===== src/hdl/charger_emulation_pkg.sv =====
// Constants and types shared by the charger emulation sequencer
package charger_emulation_pkg;

  // Profile indices: legacy zero through six, then custom at seven
  localparam int          PROFILE_COUNT   = 8;
  localparam int          PROFILE_IDX_W   = 3;
  localparam logic [2:0]  PROFILE_FIRST   = 3'h0;
  localparam logic [2:0]  PROFILE_LAST    = 3'h7;
  localparam logic [2:0]  PROFILE_CUSTOM  = 3'h7;
  localparam logic [2:0]  PROFILE_DCP     = 3'h2;

  // Reset values of configuration
  localparam logic [7:0]  PROFILE_EN_RST  = 8'h7f;

  // Timing, figures in microseconds and the cycle rate of the clock
  localparam int          CLK_MHZ               = 100;
  localparam int          EMULATION_RESET_US    = 1000;
  localparam int          PROFILE_TIMEOUT_US    = 1000;
  localparam int          DISCHARGE_US          = 200;
  localparam int          CNT_W                 = 24;
  localparam int          EMULATION_RESET_CYC   = EMULATION_RESET_US * CLK_MHZ;
  localparam int          PROFILE_TIMEOUT_CYC   = PROFILE_TIMEOUT_US * CLK_MHZ;
  localparam int          DISCHARGE_CYC         = DISCHARGE_US * CLK_MHZ;

  // Active mode decode
  typedef enum logic [1:0] {
    MODE_OTHER,
    MODE_DCP,
    MODE_CYCLE
  } active_mode_e;

  // Sequencer states
  typedef enum logic [2:0] {
    ST_IDLE,
    ST_EMU_RESET,
    ST_APPLY,
    ST_ACCEPTED,
    ST_DCP_HOLD,
    ST_NO_HANDSHAKE
  } seq_state_e;

  // Current limit encodings
  localparam logic CLIM_TRIP = 1'b0;
  localparam logic CLIM_CC   = 1'b1;

endpackage : charger_emulation_pkg


===== src/hdl/charger_emulation_sequencer.sv =====
// Charger emulation sequencer: DCP mode and dedicated charger emulation cycle
`timescale 1ns/10ps

module charger_emulation_sequencer
  import charger_emulation_pkg::*;
#(
  parameter logic [CNT_W-1:0] EMULATION_RESET_CNT = CNT_W'(EMULATION_RESET_CYC),
  parameter logic [CNT_W-1:0] DISCHARGE_CNT       = CNT_W'(DISCHARGE_CYC),
  parameter logic [CNT_W-1:0] PROFILE_TIMEOUT_CNT = CNT_W'(PROFILE_TIMEOUT_CYC)
) (
  input  wire logic                     sys_clk_i,
  input  wire logic                     rst_i,
  input  wire logic                     attach_detect_enable_i,
  input  wire logic                     emulation_enable_i,
  input  wire logic                     mode_select_a_i,
  input  wire logic                     mode_select_b_i,
  input  wire logic                     port_power_enable_i,
  input  wire logic                     custom_profile_first_i,
  input  wire logic                     emulation_retry_enable_i,
  input  wire logic                     timeout_enable_i,
  input  wire logic [PROFILE_COUNT-1:0] profile_enable_i,
  input  wire logic [CNT_W-1:0]         profile_timeout_cnt_i [PROFILE_COUNT],
  input  wire logic                     device_attached_i,
  input  wire logic                     bus_above_charge_threshold_i,
  output logic                          port_power_switch_o,
  output logic                          bus_discharge_o,
  output logic                          data_pulldown_o,
  output logic                          data_short_resistor_o,
  output logic                          data_pin_current_limit_o,
  output logic                          high_speed_switch_o,
  output logic                          current_limit_cc_o,
  output logic                          profile_active_o,
  output logic [PROFILE_IDX_W-1:0]      profile_index_o,
  output logic                          profile_accepted_o,
  output logic                          attach_detect_active_o,
  output logic                          no_handshake_flag_o
);

  // Mode decode from the three controls
  function automatic active_mode_e decode_mode(input logic a, input logic b, input logic en);
    if (!en) begin
      decode_mode = MODE_OTHER;
    end else if (!b) begin
      decode_mode = MODE_CYCLE;
    end else if (!a) begin
      decode_mode = MODE_DCP;
    end else begin
      decode_mode = MODE_OTHER;
    end
  endfunction : decode_mode

  seq_state_e                 state_r;
  seq_state_e                 state_nxt;
  active_mode_e               mode_r;
  logic [CNT_W-1:0]           cnt_r;
  logic [CNT_W-1:0]           cnt_nxt;
  logic [PROFILE_IDX_W-1:0]   idx_r;
  logic [PROFILE_IDX_W-1:0]   idx_nxt;
  logic                       custom_done_r; // Custom already tried at head of pass
  logic                       custom_done_nxt;
  logic                       nohs_r;
  logic                       nohs_nxt;
  logic                       accepted_r;
  logic                       accepted_nxt;

  wire active_mode_e mode_now = decode_mode(mode_select_a_i, mode_select_b_i,
                                            emulation_enable_i);
  wire logic mode_change = (mode_now != mode_r);
  wire logic dcp_mode    = (mode_now == MODE_DCP);

  // Effective enables: custom profile only if enabled, legacy as given
  wire logic [PROFILE_COUNT-1:0] en_mask = profile_enable_i;

  // Search for the next enabled profile, custom included unless masked, at or after a start index
  function automatic logic [PROFILE_IDX_W:0] find_next(input logic [PROFILE_COUNT-1:0] en,
                                                       input logic [PROFILE_IDX_W-1:0] from);
    logic [PROFILE_IDX_W:0] res;
    res = {1'b1, PROFILE_FIRST};
    for (int i = PROFILE_COUNT - 1; i >= 0; i--) begin
      if (en[i] && (PROFILE_IDX_W'(i) >= from)) begin
        res = {1'b0, PROFILE_IDX_W'(i)};
      end
    end
    find_next = res;
  endfunction : find_next

  // First profile of a sequence: custom first if so configured
  wire logic                     custom_lead = custom_profile_first_i
                                               && en_mask[PROFILE_CUSTOM];
  wire logic [PROFILE_IDX_W:0]   first_srch  = find_next(en_mask & ~(PROFILE_COUNT'(custom_lead)
                                                         << PROFILE_CUSTOM), PROFILE_FIRST);
  wire logic [PROFILE_IDX_W:0]   next_srch   = find_next(en_mask & ~(PROFILE_COUNT'(custom_done_r)
                                                         << PROFILE_CUSTOM),
                                                         idx_r + PROFILE_IDX_W'(1));
  wire logic                     at_last     = (idx_r == PROFILE_LAST) && !custom_done_r;
  wire logic                     none_left   = next_srch[PROFILE_IDX_W] || at_last;

  // Per-profile terminal counts; a zero entry falls back to the default
  logic [CNT_W-1:0] tmo_eff [PROFILE_COUNT];
  for (genvar g = 0; g < PROFILE_COUNT; g++) begin : g_tmo
    assign tmo_eff[g] = (profile_timeout_cnt_i[g] == '0) ? PROFILE_TIMEOUT_CNT
                        : profile_timeout_cnt_i[g];
  end

  // Timeout for the profile under test; a disabled timeout never expires
  wire logic [CNT_W-1:0] tmo_cnt = tmo_eff[idx_r];
  wire logic             tmo_hit = timeout_enable_i && (cnt_r >= tmo_cnt - CNT_W'(1));
  wire logic             rst_hit = (cnt_r >= EMULATION_RESET_CNT - CNT_W'(1));

  // Next-state logic of the sequencer
  always_comb begin
    state_nxt       = state_r;
    cnt_nxt         = cnt_r + CNT_W'(1);
    idx_nxt         = idx_r;
    custom_done_nxt = custom_done_r;
    nohs_nxt        = nohs_r;
    accepted_nxt    = accepted_r;
    if (mode_change || !port_power_enable_i) begin
      state_nxt    = ST_IDLE;
      cnt_nxt      = '0;
      accepted_nxt = 1'b0;
      nohs_nxt     = 1'b0;
    end else begin
      case (state_r)
        ST_IDLE: begin
          cnt_nxt = '0;
          if (mode_now != MODE_OTHER) begin
            state_nxt       = ST_EMU_RESET;
            custom_done_nxt = custom_lead;
            idx_nxt         = custom_lead ? PROFILE_CUSTOM
                              : first_srch[PROFILE_IDX_W-1:0];
            if (dcp_mode) begin
              idx_nxt = PROFILE_DCP;
            end
          end
        end
        ST_EMU_RESET: begin
          if (rst_hit) begin
            state_nxt = dcp_mode ? ST_DCP_HOLD : ST_APPLY;
            cnt_nxt   = '0;
            if (!dcp_mode && first_srch[PROFILE_IDX_W] && !custom_lead) begin
              state_nxt = ST_NO_HANDSHAKE;
              nohs_nxt  = 1'b1;
            end
          end
        end
        ST_APPLY: begin
          if (tmo_hit) begin
            cnt_nxt = '0;
            if (bus_above_charge_threshold_i) begin
              state_nxt    = ST_ACCEPTED;
              accepted_nxt = 1'b1;
            end else if (!none_left) begin
              state_nxt       = ST_EMU_RESET;
              idx_nxt         = next_srch[PROFILE_IDX_W-1:0];
            end else if (emulation_retry_enable_i) begin
              state_nxt       = ST_EMU_RESET;
              custom_done_nxt = custom_lead;
              idx_nxt         = custom_lead ? PROFILE_CUSTOM
                                : first_srch[PROFILE_IDX_W-1:0];
            end else begin
              state_nxt = ST_NO_HANDSHAKE;
              nohs_nxt  = 1'b1;
            end
          end
        end
        ST_ACCEPTED: begin
          cnt_nxt = '0;
        end
        ST_DCP_HOLD: begin
          cnt_nxt = '0;
        end
        ST_NO_HANDSHAKE: begin
          cnt_nxt  = '0;
          nohs_nxt = 1'b1;
        end
        default: begin
          state_nxt = ST_IDLE;
        end
      endcase
    end
  end

  // Sequencer state and dwell counter
  always_ff @(posedge sys_clk_i) begin
    if (rst_i) begin
      state_r <= ST_IDLE;
      cnt_r   <= '0;
    end else begin
      state_r <= state_nxt;
      cnt_r   <= cnt_nxt;
    end
  end

  // Mode last seen, for change detection
  always_ff @(posedge sys_clk_i) begin
    if (rst_i) begin
      mode_r <= MODE_OTHER;
    end else begin
      mode_r <= mode_now;
    end
  end

  // Profile pointer and custom-first bookkeeping
  always_ff @(posedge sys_clk_i) begin
    if (rst_i) begin
      idx_r         <= PROFILE_FIRST;
      custom_done_r <= 1'b0;
    end else begin
      idx_r         <= idx_nxt;
      custom_done_r <= custom_done_nxt;
    end
  end

  // Status flags
  always_ff @(posedge sys_clk_i) begin
    if (rst_i) begin
      nohs_r     <= 1'b0;
      accepted_r <= 1'b0;
    end else begin
      nohs_r     <= nohs_nxt;
      accepted_r <= accepted_nxt;
    end
  end

  // Output decode from next state
  wire logic in_reset_n  = (state_nxt == ST_EMU_RESET);
  wire logic applying_n  = (state_nxt == ST_APPLY) || (state_nxt == ST_DCP_HOLD)
                           || (state_nxt == ST_ACCEPTED);
  wire logic dcp_prof_n  = (state_nxt == ST_DCP_HOLD)
                           || (applying_n && (idx_nxt == PROFILE_DCP));
  wire logic discharge_n = in_reset_n && (cnt_nxt < DISCHARGE_CNT);
  wire logic cc_n        = (state_nxt == ST_DCP_HOLD) || (state_nxt == ST_APPLY)
                           || ((state_nxt == ST_ACCEPTED) && (idx_nxt == PROFILE_DCP));

  // Supply and pin drive decode
  wire logic power_n     = applying_n || (state_nxt == ST_NO_HANDSHAKE);
  wire logic pin_limit_n = applying_n && (state_nxt != ST_NO_HANDSHAKE);

  // Port power switch: open during emulation reset
  always_ff @(posedge sys_clk_i) begin
    if (rst_i) begin
      port_power_switch_o <= 1'b0;
    end else begin
      port_power_switch_o <= power_n;
    end
  end

  // Bus discharge over the first part of the reset
  always_ff @(posedge sys_clk_i) begin
    if (rst_i) begin
      bus_discharge_o <= 1'b0;
    end else begin
      bus_discharge_o <= discharge_n;
    end
  end

  // Data pin pull-downs for the whole reset
  always_ff @(posedge sys_clk_i) begin
    if (rst_i) begin
      data_pulldown_o <= 1'b0;
    end else begin
      data_pulldown_o <= in_reset_n;
    end
  end

  // Data short resistor and pin current limit
  always_ff @(posedge sys_clk_i) begin
    if (rst_i) begin
      data_short_resistor_o    <= 1'b0;
      data_pin_current_limit_o <= 1'b0;
    end else begin
      data_short_resistor_o    <= dcp_prof_n;
      data_pin_current_limit_o <= pin_limit_n;
    end
  end

  // High-speed switch kept open; current limit mode
  always_ff @(posedge sys_clk_i) begin
    if (rst_i) begin
      high_speed_switch_o <= 1'b0;
      current_limit_cc_o  <= CLIM_TRIP;
    end else begin
      high_speed_switch_o <= 1'b0;
      current_limit_cc_o  <= cc_n ? CLIM_CC : CLIM_TRIP;
    end
  end

  // Profile under test
  always_ff @(posedge sys_clk_i) begin
    if (rst_i) begin
      profile_active_o <= 1'b0;
      profile_index_o  <= PROFILE_FIRST;
    end else begin
      profile_active_o <= applying_n;
      profile_index_o  <= idx_nxt;
    end
  end

  // Acceptance report
  always_ff @(posedge sys_clk_i) begin
    if (rst_i) begin
      profile_accepted_o <= 1'b0;
    end else begin
      profile_accepted_o <= accepted_nxt;
    end
  end

  // Attach and removal detection follows its enable
  always_ff @(posedge sys_clk_i) begin
    if (rst_i) begin
      attach_detect_active_o <= 1'b0;
    end else begin
      attach_detect_active_o <= attach_detect_enable_i;
    end
  end

  // No-handshake flag, held until power drops or the mode changes
  always_ff @(posedge sys_clk_i) begin
    if (rst_i) begin
      no_handshake_flag_o <= 1'b0;
    end else begin
      no_handshake_flag_o <= nohs_nxt;
    end
  end

  // Attach state is only a hint; cycling continues regardless
  wire logic unused_attach = device_attached_i;

endmodule : charger_emulation_sequencer


===== config.mk =====
export PLATFORM = sky130hd
export DESIGN_NAME = charger_emulation_sequencer
export DESIGN_NICKNAME = d
export VERILOG_FILES = /design/src/hdl/charger_emulation_pkg.sv /design/src/hdl/charger_emulation_sequencer.sv
export SDC_FILE = /design/constraint.sdc
export NUM_CORES = 1
export LEC_CHECK = 0
export BUFFER_PORTS_ARGS = -buffer_cell sky130_fd_sc_hd__clkbuf_2
export CORE_ASPECT_RATIO = 1.5
export CORE_UTILIZATION = 30
export DETAILED_ROUTE_END_ITERATION = 10
export MAX_ROUTING_LAYER = met4
export PLACE_DENSITY = 0.65
export SLEW_MARGIN = 40
export SYNTH_ARGS = -nofsm -noshare
export SYNTH_HDL_FRONTEND = slang
export SYNTH_SLANG_ARGS = --single-unit

===== constraint.sdc =====
create_clock -name sys_clk_i -period 9.8 [get_ports sys_clk_i]
set_clock_uncertainty 0.2 [all_clocks]
set_input_delay 1.96 -clock sys_clk_i [delete_from_list [all_inputs] [get_ports sys_clk_i]]
set_output_delay 1.96 -clock sys_clk_i [all_outputs]
set_load 0.01 [all_outputs]

Word level (Yosys, flattened, before mapping)

Cells that the tools add are included.

Register bits: 43
Input bits: 212
Output and inout port bits: 14

$add $sub $neg: 3
Order comparisons: 12
Equal/unequal tests: 23
Multiplexer cells: 67
Bitwise operators: 6
Reduce and logical (&&, ||, !) cells: 46

Operator list:

| operator                | count |
|---|---|
| $mux W24                | 13 |
| $logic_not A24 Y1       | 8 |
| $bmux W24 S3            | 1 |
| $pmux W24 S3            | 1 |
| $mux W4                 | 16 |
| $mux W3                 | 17 |
| $add A24 B1 Y24 const B | 1 |
| $ge A24 B17 Y1 const B  | 1 |
| $ge A24 B24 Y1          | 1 |
| $lt A24 B15 Y1 const B  | 1 |
| $sub A24 B1 Y24 const B | 1 |
| $logic_and A1 B1 Y1     | 17 |
| $and A8 B8 Y8           | 2 |
| $ne A2 B2 Y1 const B    | 8 |
| $not A8 Y8              | 2 |
| $eq A3 B2 Y1 const B    | 5 |
| $eq A3 B3 Y1 const B    | 5 |
| $reduce_and A7 Y1       | 2 |
| $mux W1                 | 13 |
| $ge A3 B3 Y1 const A    | 4 |
| $pmux W3 S4             | 1 |
| $logic_or A1 B1 Y1      | 7 |
| $eq A3 B1 Y1 const B    | 2 |
| $ge A1 B3 Y1 const A    | 2 |
| other kinds (20)        | 26 |

Logic depth before layout (Yosys ltp)

Word-level depth: 22
Mapped depth: 24
Gate-level depth less buffers: 21

Worst setup path after synthesis

No wires, ideal clock.

Path type: input-to-reg
Start point: input profile_timeout_cnt_i[13] in the netlist's numbering
End point: register cnt_r[19]
Library setup time: 128 ps
Data arrival time: 5738 ps
Setup slack: 3735 ps
Cell stages on the path: 21
Cells stage by stage: nor4_1 -> nand4_1 -> or2_0 -> buf_2 -> a221o_1 -> nand4_1 -> nor2_1 -> and3_1 -> and3b_1 -> xnor2_1 -> ha_1 -> nand4_1 -> nor3_1 -> nand2_1 -> a221oi_1 -> o21ai_1 -> a21oi_1 -> o32ai_1 -> nand2_1 -> clkbuf_1 -> nor2_1

Cells in the longest elaborated chain, start to end: 11

RTL lines:

| item                                          | RTL line                           | RTL |
|---|---|---|
| start, declared                               | charger_emulation_sequencer.sv:22  | `input wire logic [CNT_W-1:0] profile_timeout_cnt_i [PROFILE_COUNT],` |
| $logic_not A24 Y1                             | charger_emulation_sequencer.sv:101 | `assign tmo_eff[g] = (profile_timeout_cnt_i[g] == '0) ? PROFILE_TIMEOUT_CNT` |
| $mux W24 *                                    | charger_emulation_sequencer.sv:101 |  |
| $bmux W24 S3 *                                | charger_emulation_sequencer.sv:106 | `wire logic [CNT_W-1:0] tmo_cnt = tmo_eff[idx_r];` |
| $mux W24 (not written as such) * (2 in a row) | charger_emulation_sequencer.sv:106 |  |
| $sub A24 B1 Y24 *                             | charger_emulation_sequencer.sv:107 | `wire logic tmo_hit = timeout_enable_i && (cnt_r >= tmo_cnt - CNT_W'(1));` |
| $ge A24 B24 Y1 *                              | charger_emulation_sequencer.sv:107 |  |
| $logic_and A1 B1 Y1 *                         | charger_emulation_sequencer.sv:107 |  |
| $mux W24 *                                    | charger_emulation_sequencer.sv:148 | `if (tmo_hit) begin` |
| $pmux W24 S3 *                                | charger_emulation_sequencer.sv:124 | `case (state_r)` |
| $mux W24 *                                    | charger_emulation_sequencer.sv:118 | `if (mode_change \|\| !port_power_enable_i) begin` |
| end signal, assigned                          | charger_emulation_sequencer.sv:191 | `cnt_r <= cnt_nxt;` |
| end, declared                                 | charger_emulation_sequencer.sv:55  | `logic [CNT_W-1:0] cnt_r;` |

Every way passes the cells marked *; elsewhere a longest branch is shown, timed or not. The select of a mux whose other input is x is not followed.
A chain may end at the register's enable or synchronous reset.

Final worst setup path

Start point: input profile_timeout_cnt_i[17] in the netlist's numbering
End point: register cnt_r[4]

Same word-level chain as after synthesis.

==> results_dict.tcl <==
set metrics [dict create \
    clk_pin_slew_ns 0.06 \
    max_freq_mhz 130.4 \
    slew_headroom_pct 45.64 \
    setup_viol 0 \
    globalRouteTotalUtil_pct 23.72 \
    mostFrequentLayoutCells "clkbuf_2 (223), nor2_1 (95), nand2_1 (61), nor4_1 (53), dfxtp_1 (41)" \
    clockBufferDepth 2 \
    rsz0062_at_grt "no" \
    dr.pass1.iters 5 \
    hp-class "flop to flop" \
    synthMuxAreaShare_pct 13.70 \
    multi_input_area_sq_mm 0.004552 \
    period_share_pct 78.27 \
    chipWidth_um 114.2 \
    stdcell_area_sq_mm 0.007077 \
    die-area_sq_mm 0.01945 \
    dpl.hpwl_um 19110 \
    core_area_sq_mm 0.01855 \
    critPathMaxStageDelay_ns 0.62 \
    io_buffer_count 223 \
    cap_viol_max_count 0 \
    async_reset_ff_share_pct 0 \
    nNetsFinal 1169 \
    fin_setup_tns_ns 0 \
    critPathLaunch "profile_timeout_cnt_i[17]" \
    cp_num_cells 20 \
    fin_crit_ns 7.670 \
    antenna_left 0 \
    start_util_pct 30.54 \
    routed_via_density 5.808 \
    antenna_found_initial 0 \
    tightest_slew_ns 0.8100 \
    syn_nets 971 \
    clock_latency_ns 0.29 \
    worst-setup-path-type "input pin to flop" \
    cts_num_sinks 43 \
    cp_data_arrival_time_ns 7.61 \
    ir_drop_mv 0.06076 \
    drc 0 \
    synth_fa_ha_area_share_pct 6.627 \
    start_kind "input pin" \
    diodes 0 \
    yosysWarningCount 0 \
    drtIter0Drc 292 \
    critPathTopFamily "simple AND/OR/NAND/NOR gates" \
    final_layout_size_suffix_gt1_share_pct 30.50 \
    syn_avg_cell_area_sq_um 7.770 \
    rr_worst_depth 17 \
    cts_root_buf "clkbuf_16" \
    placed_cells 1172 \
    synthCells 729 \
    fillers 1989 \
    synth.cell_area_sq_mm 0.005664 \
    cts_tree "done" \
    cp-endpoint "cnt_r[4]" \
    fin_cells 1180 \
    rrSetupSlack_ns 3.32 \
    maxSlewViolCount 0 \
    wl_um 22450 \
    yosys.area_share.simple_pct 32.38 \
    num_rows 61 \
    placed_cell_area_sq_mm 0.006929 \
    endpoint_kind "flop" \
    yosysSeqAreaShare_pct 15.20 \
    dieHeight_um 170.3 \
    synthFlopType "dfxtp_1" \
    overflow 0 \
    synth_top_family_by_area "simple AND/OR/NAND/NOR gates" \
    postCtsSetupRepairBufs 0 \
    io_pins 226 \
    cp_cell_sequence "clkbuf_2 -> nor4_1 -> nand4_1 -> or2_0 -> a221o_1 -> nand4_1 -> nor2_1 -> and3_1 -> and3b_1 -> xnor2_1 -> ha_1 -> nand4_1 -> nor3_1 -> nand2_1 -> a221oi_1 -> o21ai_1 -> a21oi_1 -> o32ai_1 -> nand2_1 -> nor2_1" \
    layout_commonest_cell "clkbuf_2" \
    wl_per_cell_um 19.03 \
    rr_startpoint "profile_index_o[0]" \
    crit_top_cell "nand4_1" \
    synth_edf_count 0 \
    crit_path_top_delay_cell "nand2_1" \
    powerDensity_mw_per_mm2 76.74 \
    grt_pass1_vias 6891 \
    synthToLayoutAreaGrowth_pct 24.94 \
    grt_max_degree 46 \
    synth-compound-area-share_pct 20.83 \
    final_core_util_pct 38.16 \
    hold_viol_final 0 \
    vias 6854 \
    post_cts_resized 0 \
    grt_pass1_wl_um 35080 \
    cp.buffers_inverters 1 \
    ys_ff_latch 43 \
    worstPathRequired_ns 9.74 \
    status "complete, no violations" \
    regArea_sq_um 865.8 \
    yosys.area_share.xor_xnor_pct 6.649 \
    path_max_fanout 21 \
    gp_congestion 0.9757 \
    htree_levels 2 \
    cts_made_buffers 5 \
    hold_buffers 0 \
    leakage_nw 2.864 \
    r2r-end "cnt_r[4]" \
    synthDistinctLibCells 72 \
]
-- stage by stage --
step | hold WS, ns | total power, mW | setup WS (ns)
final | 0.2848 | 0.5430 | 2.130
after global routing | 0.3233 | 0.5712 | 1.726
after CTS | 0.2916 | 0.5463 | 2.045
after detailed placement | 0.2765 | 0.3797 | 1.753
after global placement | 0.2515 | 0.3778 | 1.839
after floorplan | 0.2495 | 0.2928 | 3.735
-- cells in the mapped netlist, types with 12 or more instances --
cell / count / area share [%]
nand2_1: 61 / 4.0
nor3_1: 18 / 1.6
nor4_1: 54 / 6.0
a21oi_1: 35 / 3.1
nor2_1: 95 / 6.3
xor2_1: 22 / 3.4
ha_1: 30 / 6.6
a221o_1: 19 / 3.4
clkbuf_1: 17 / 1.1
o21ai_0: 26 / 2.3
mux2i_1: 12 / 2.1
inv_1: 15 / 0.99
xnor2_1: 21 / 3.2
nand4_1: 24 / 2.7
mux4_2: 25 / 9.9
dfxtp_1: 43 / 15
nand3_1: 28 / 2.5
-- report_power, final --
part / switching (mW) / internal [mW] / leakage [nW]
Clock: 0.0711 / 0.0941 / 0.0669
Combinational: 0.108 / 0.0906 / 2.45
Sequential: 0.00355 / 0.176 / 0.348
Total: 0.182 / 0.361 / 2.86
-- worst min path at each step --
| stage | start | endpoint | slack, ns | cells past startpoint |
|---|---|---|---|---|
| floorplan | cnt_r[0] | cnt_r[0] | 0.25 | 1 |
| global placement | profile_accepted_o | profile_accepted_o | 0.25 | 1 |
| detailed placement | profile_accepted_o | profile_accepted_o | 0.28 | 1 |
| CTS | profile_accepted_o | profile_accepted_o | 0.29 | 1 |
| global route | profile_accepted_o | profile_accepted_o | 0.32 | 1 |
| finish | profile_accepted_o | profile_accepted_o | 0.28 | 1 |
-- flip-flops by register name, summed over array words and instances, names as in the netlist --
name,count
cnt_r,24
profile_index_o,3
state_r,3
mode_r,2
attach_detect_active_o,1
bus_discharge_o,1
current_limit_cc_o,1
custom_done_r,1
data_pin_current_limit_o,1
data_pulldown_o,1
data_short_resistor_o,1
no_handshake_flag_o,1
port_power_switch_o,1
profile_accepted_o,1
profile_active_o,1
-- routing by layer --
layer | routed length [um] | global-route usage (%)
met5 | 0 | -
met3 | 995 | 2.315
met2 | 11760 | 43.72
met1 | 8266 | 23.94
met4 | 1431 | 14.23
-- logic make-up (layout without fill, tap and decap cells) --
group	after synthesis	count (layout)
compound gates	165	165
xor+xnor	43	43
fa+ha+maj	30	30
buf+inv	52	251
flops	43	43
mux	44	44
other cells	1	1
simple gates	351	351
-- layout make-up --
cell class                 count  share of cell area [%]
timing repair buffer         226                   16.09
inverter                      17                  0.9017
sequential                    43                   12.23
multi-input combinational    634                   64.32
clock buffer                   6                   1.821
clock inverter                 2                  0.1768
tap                          252                   4.455
(Power assumes the default switching activity.)
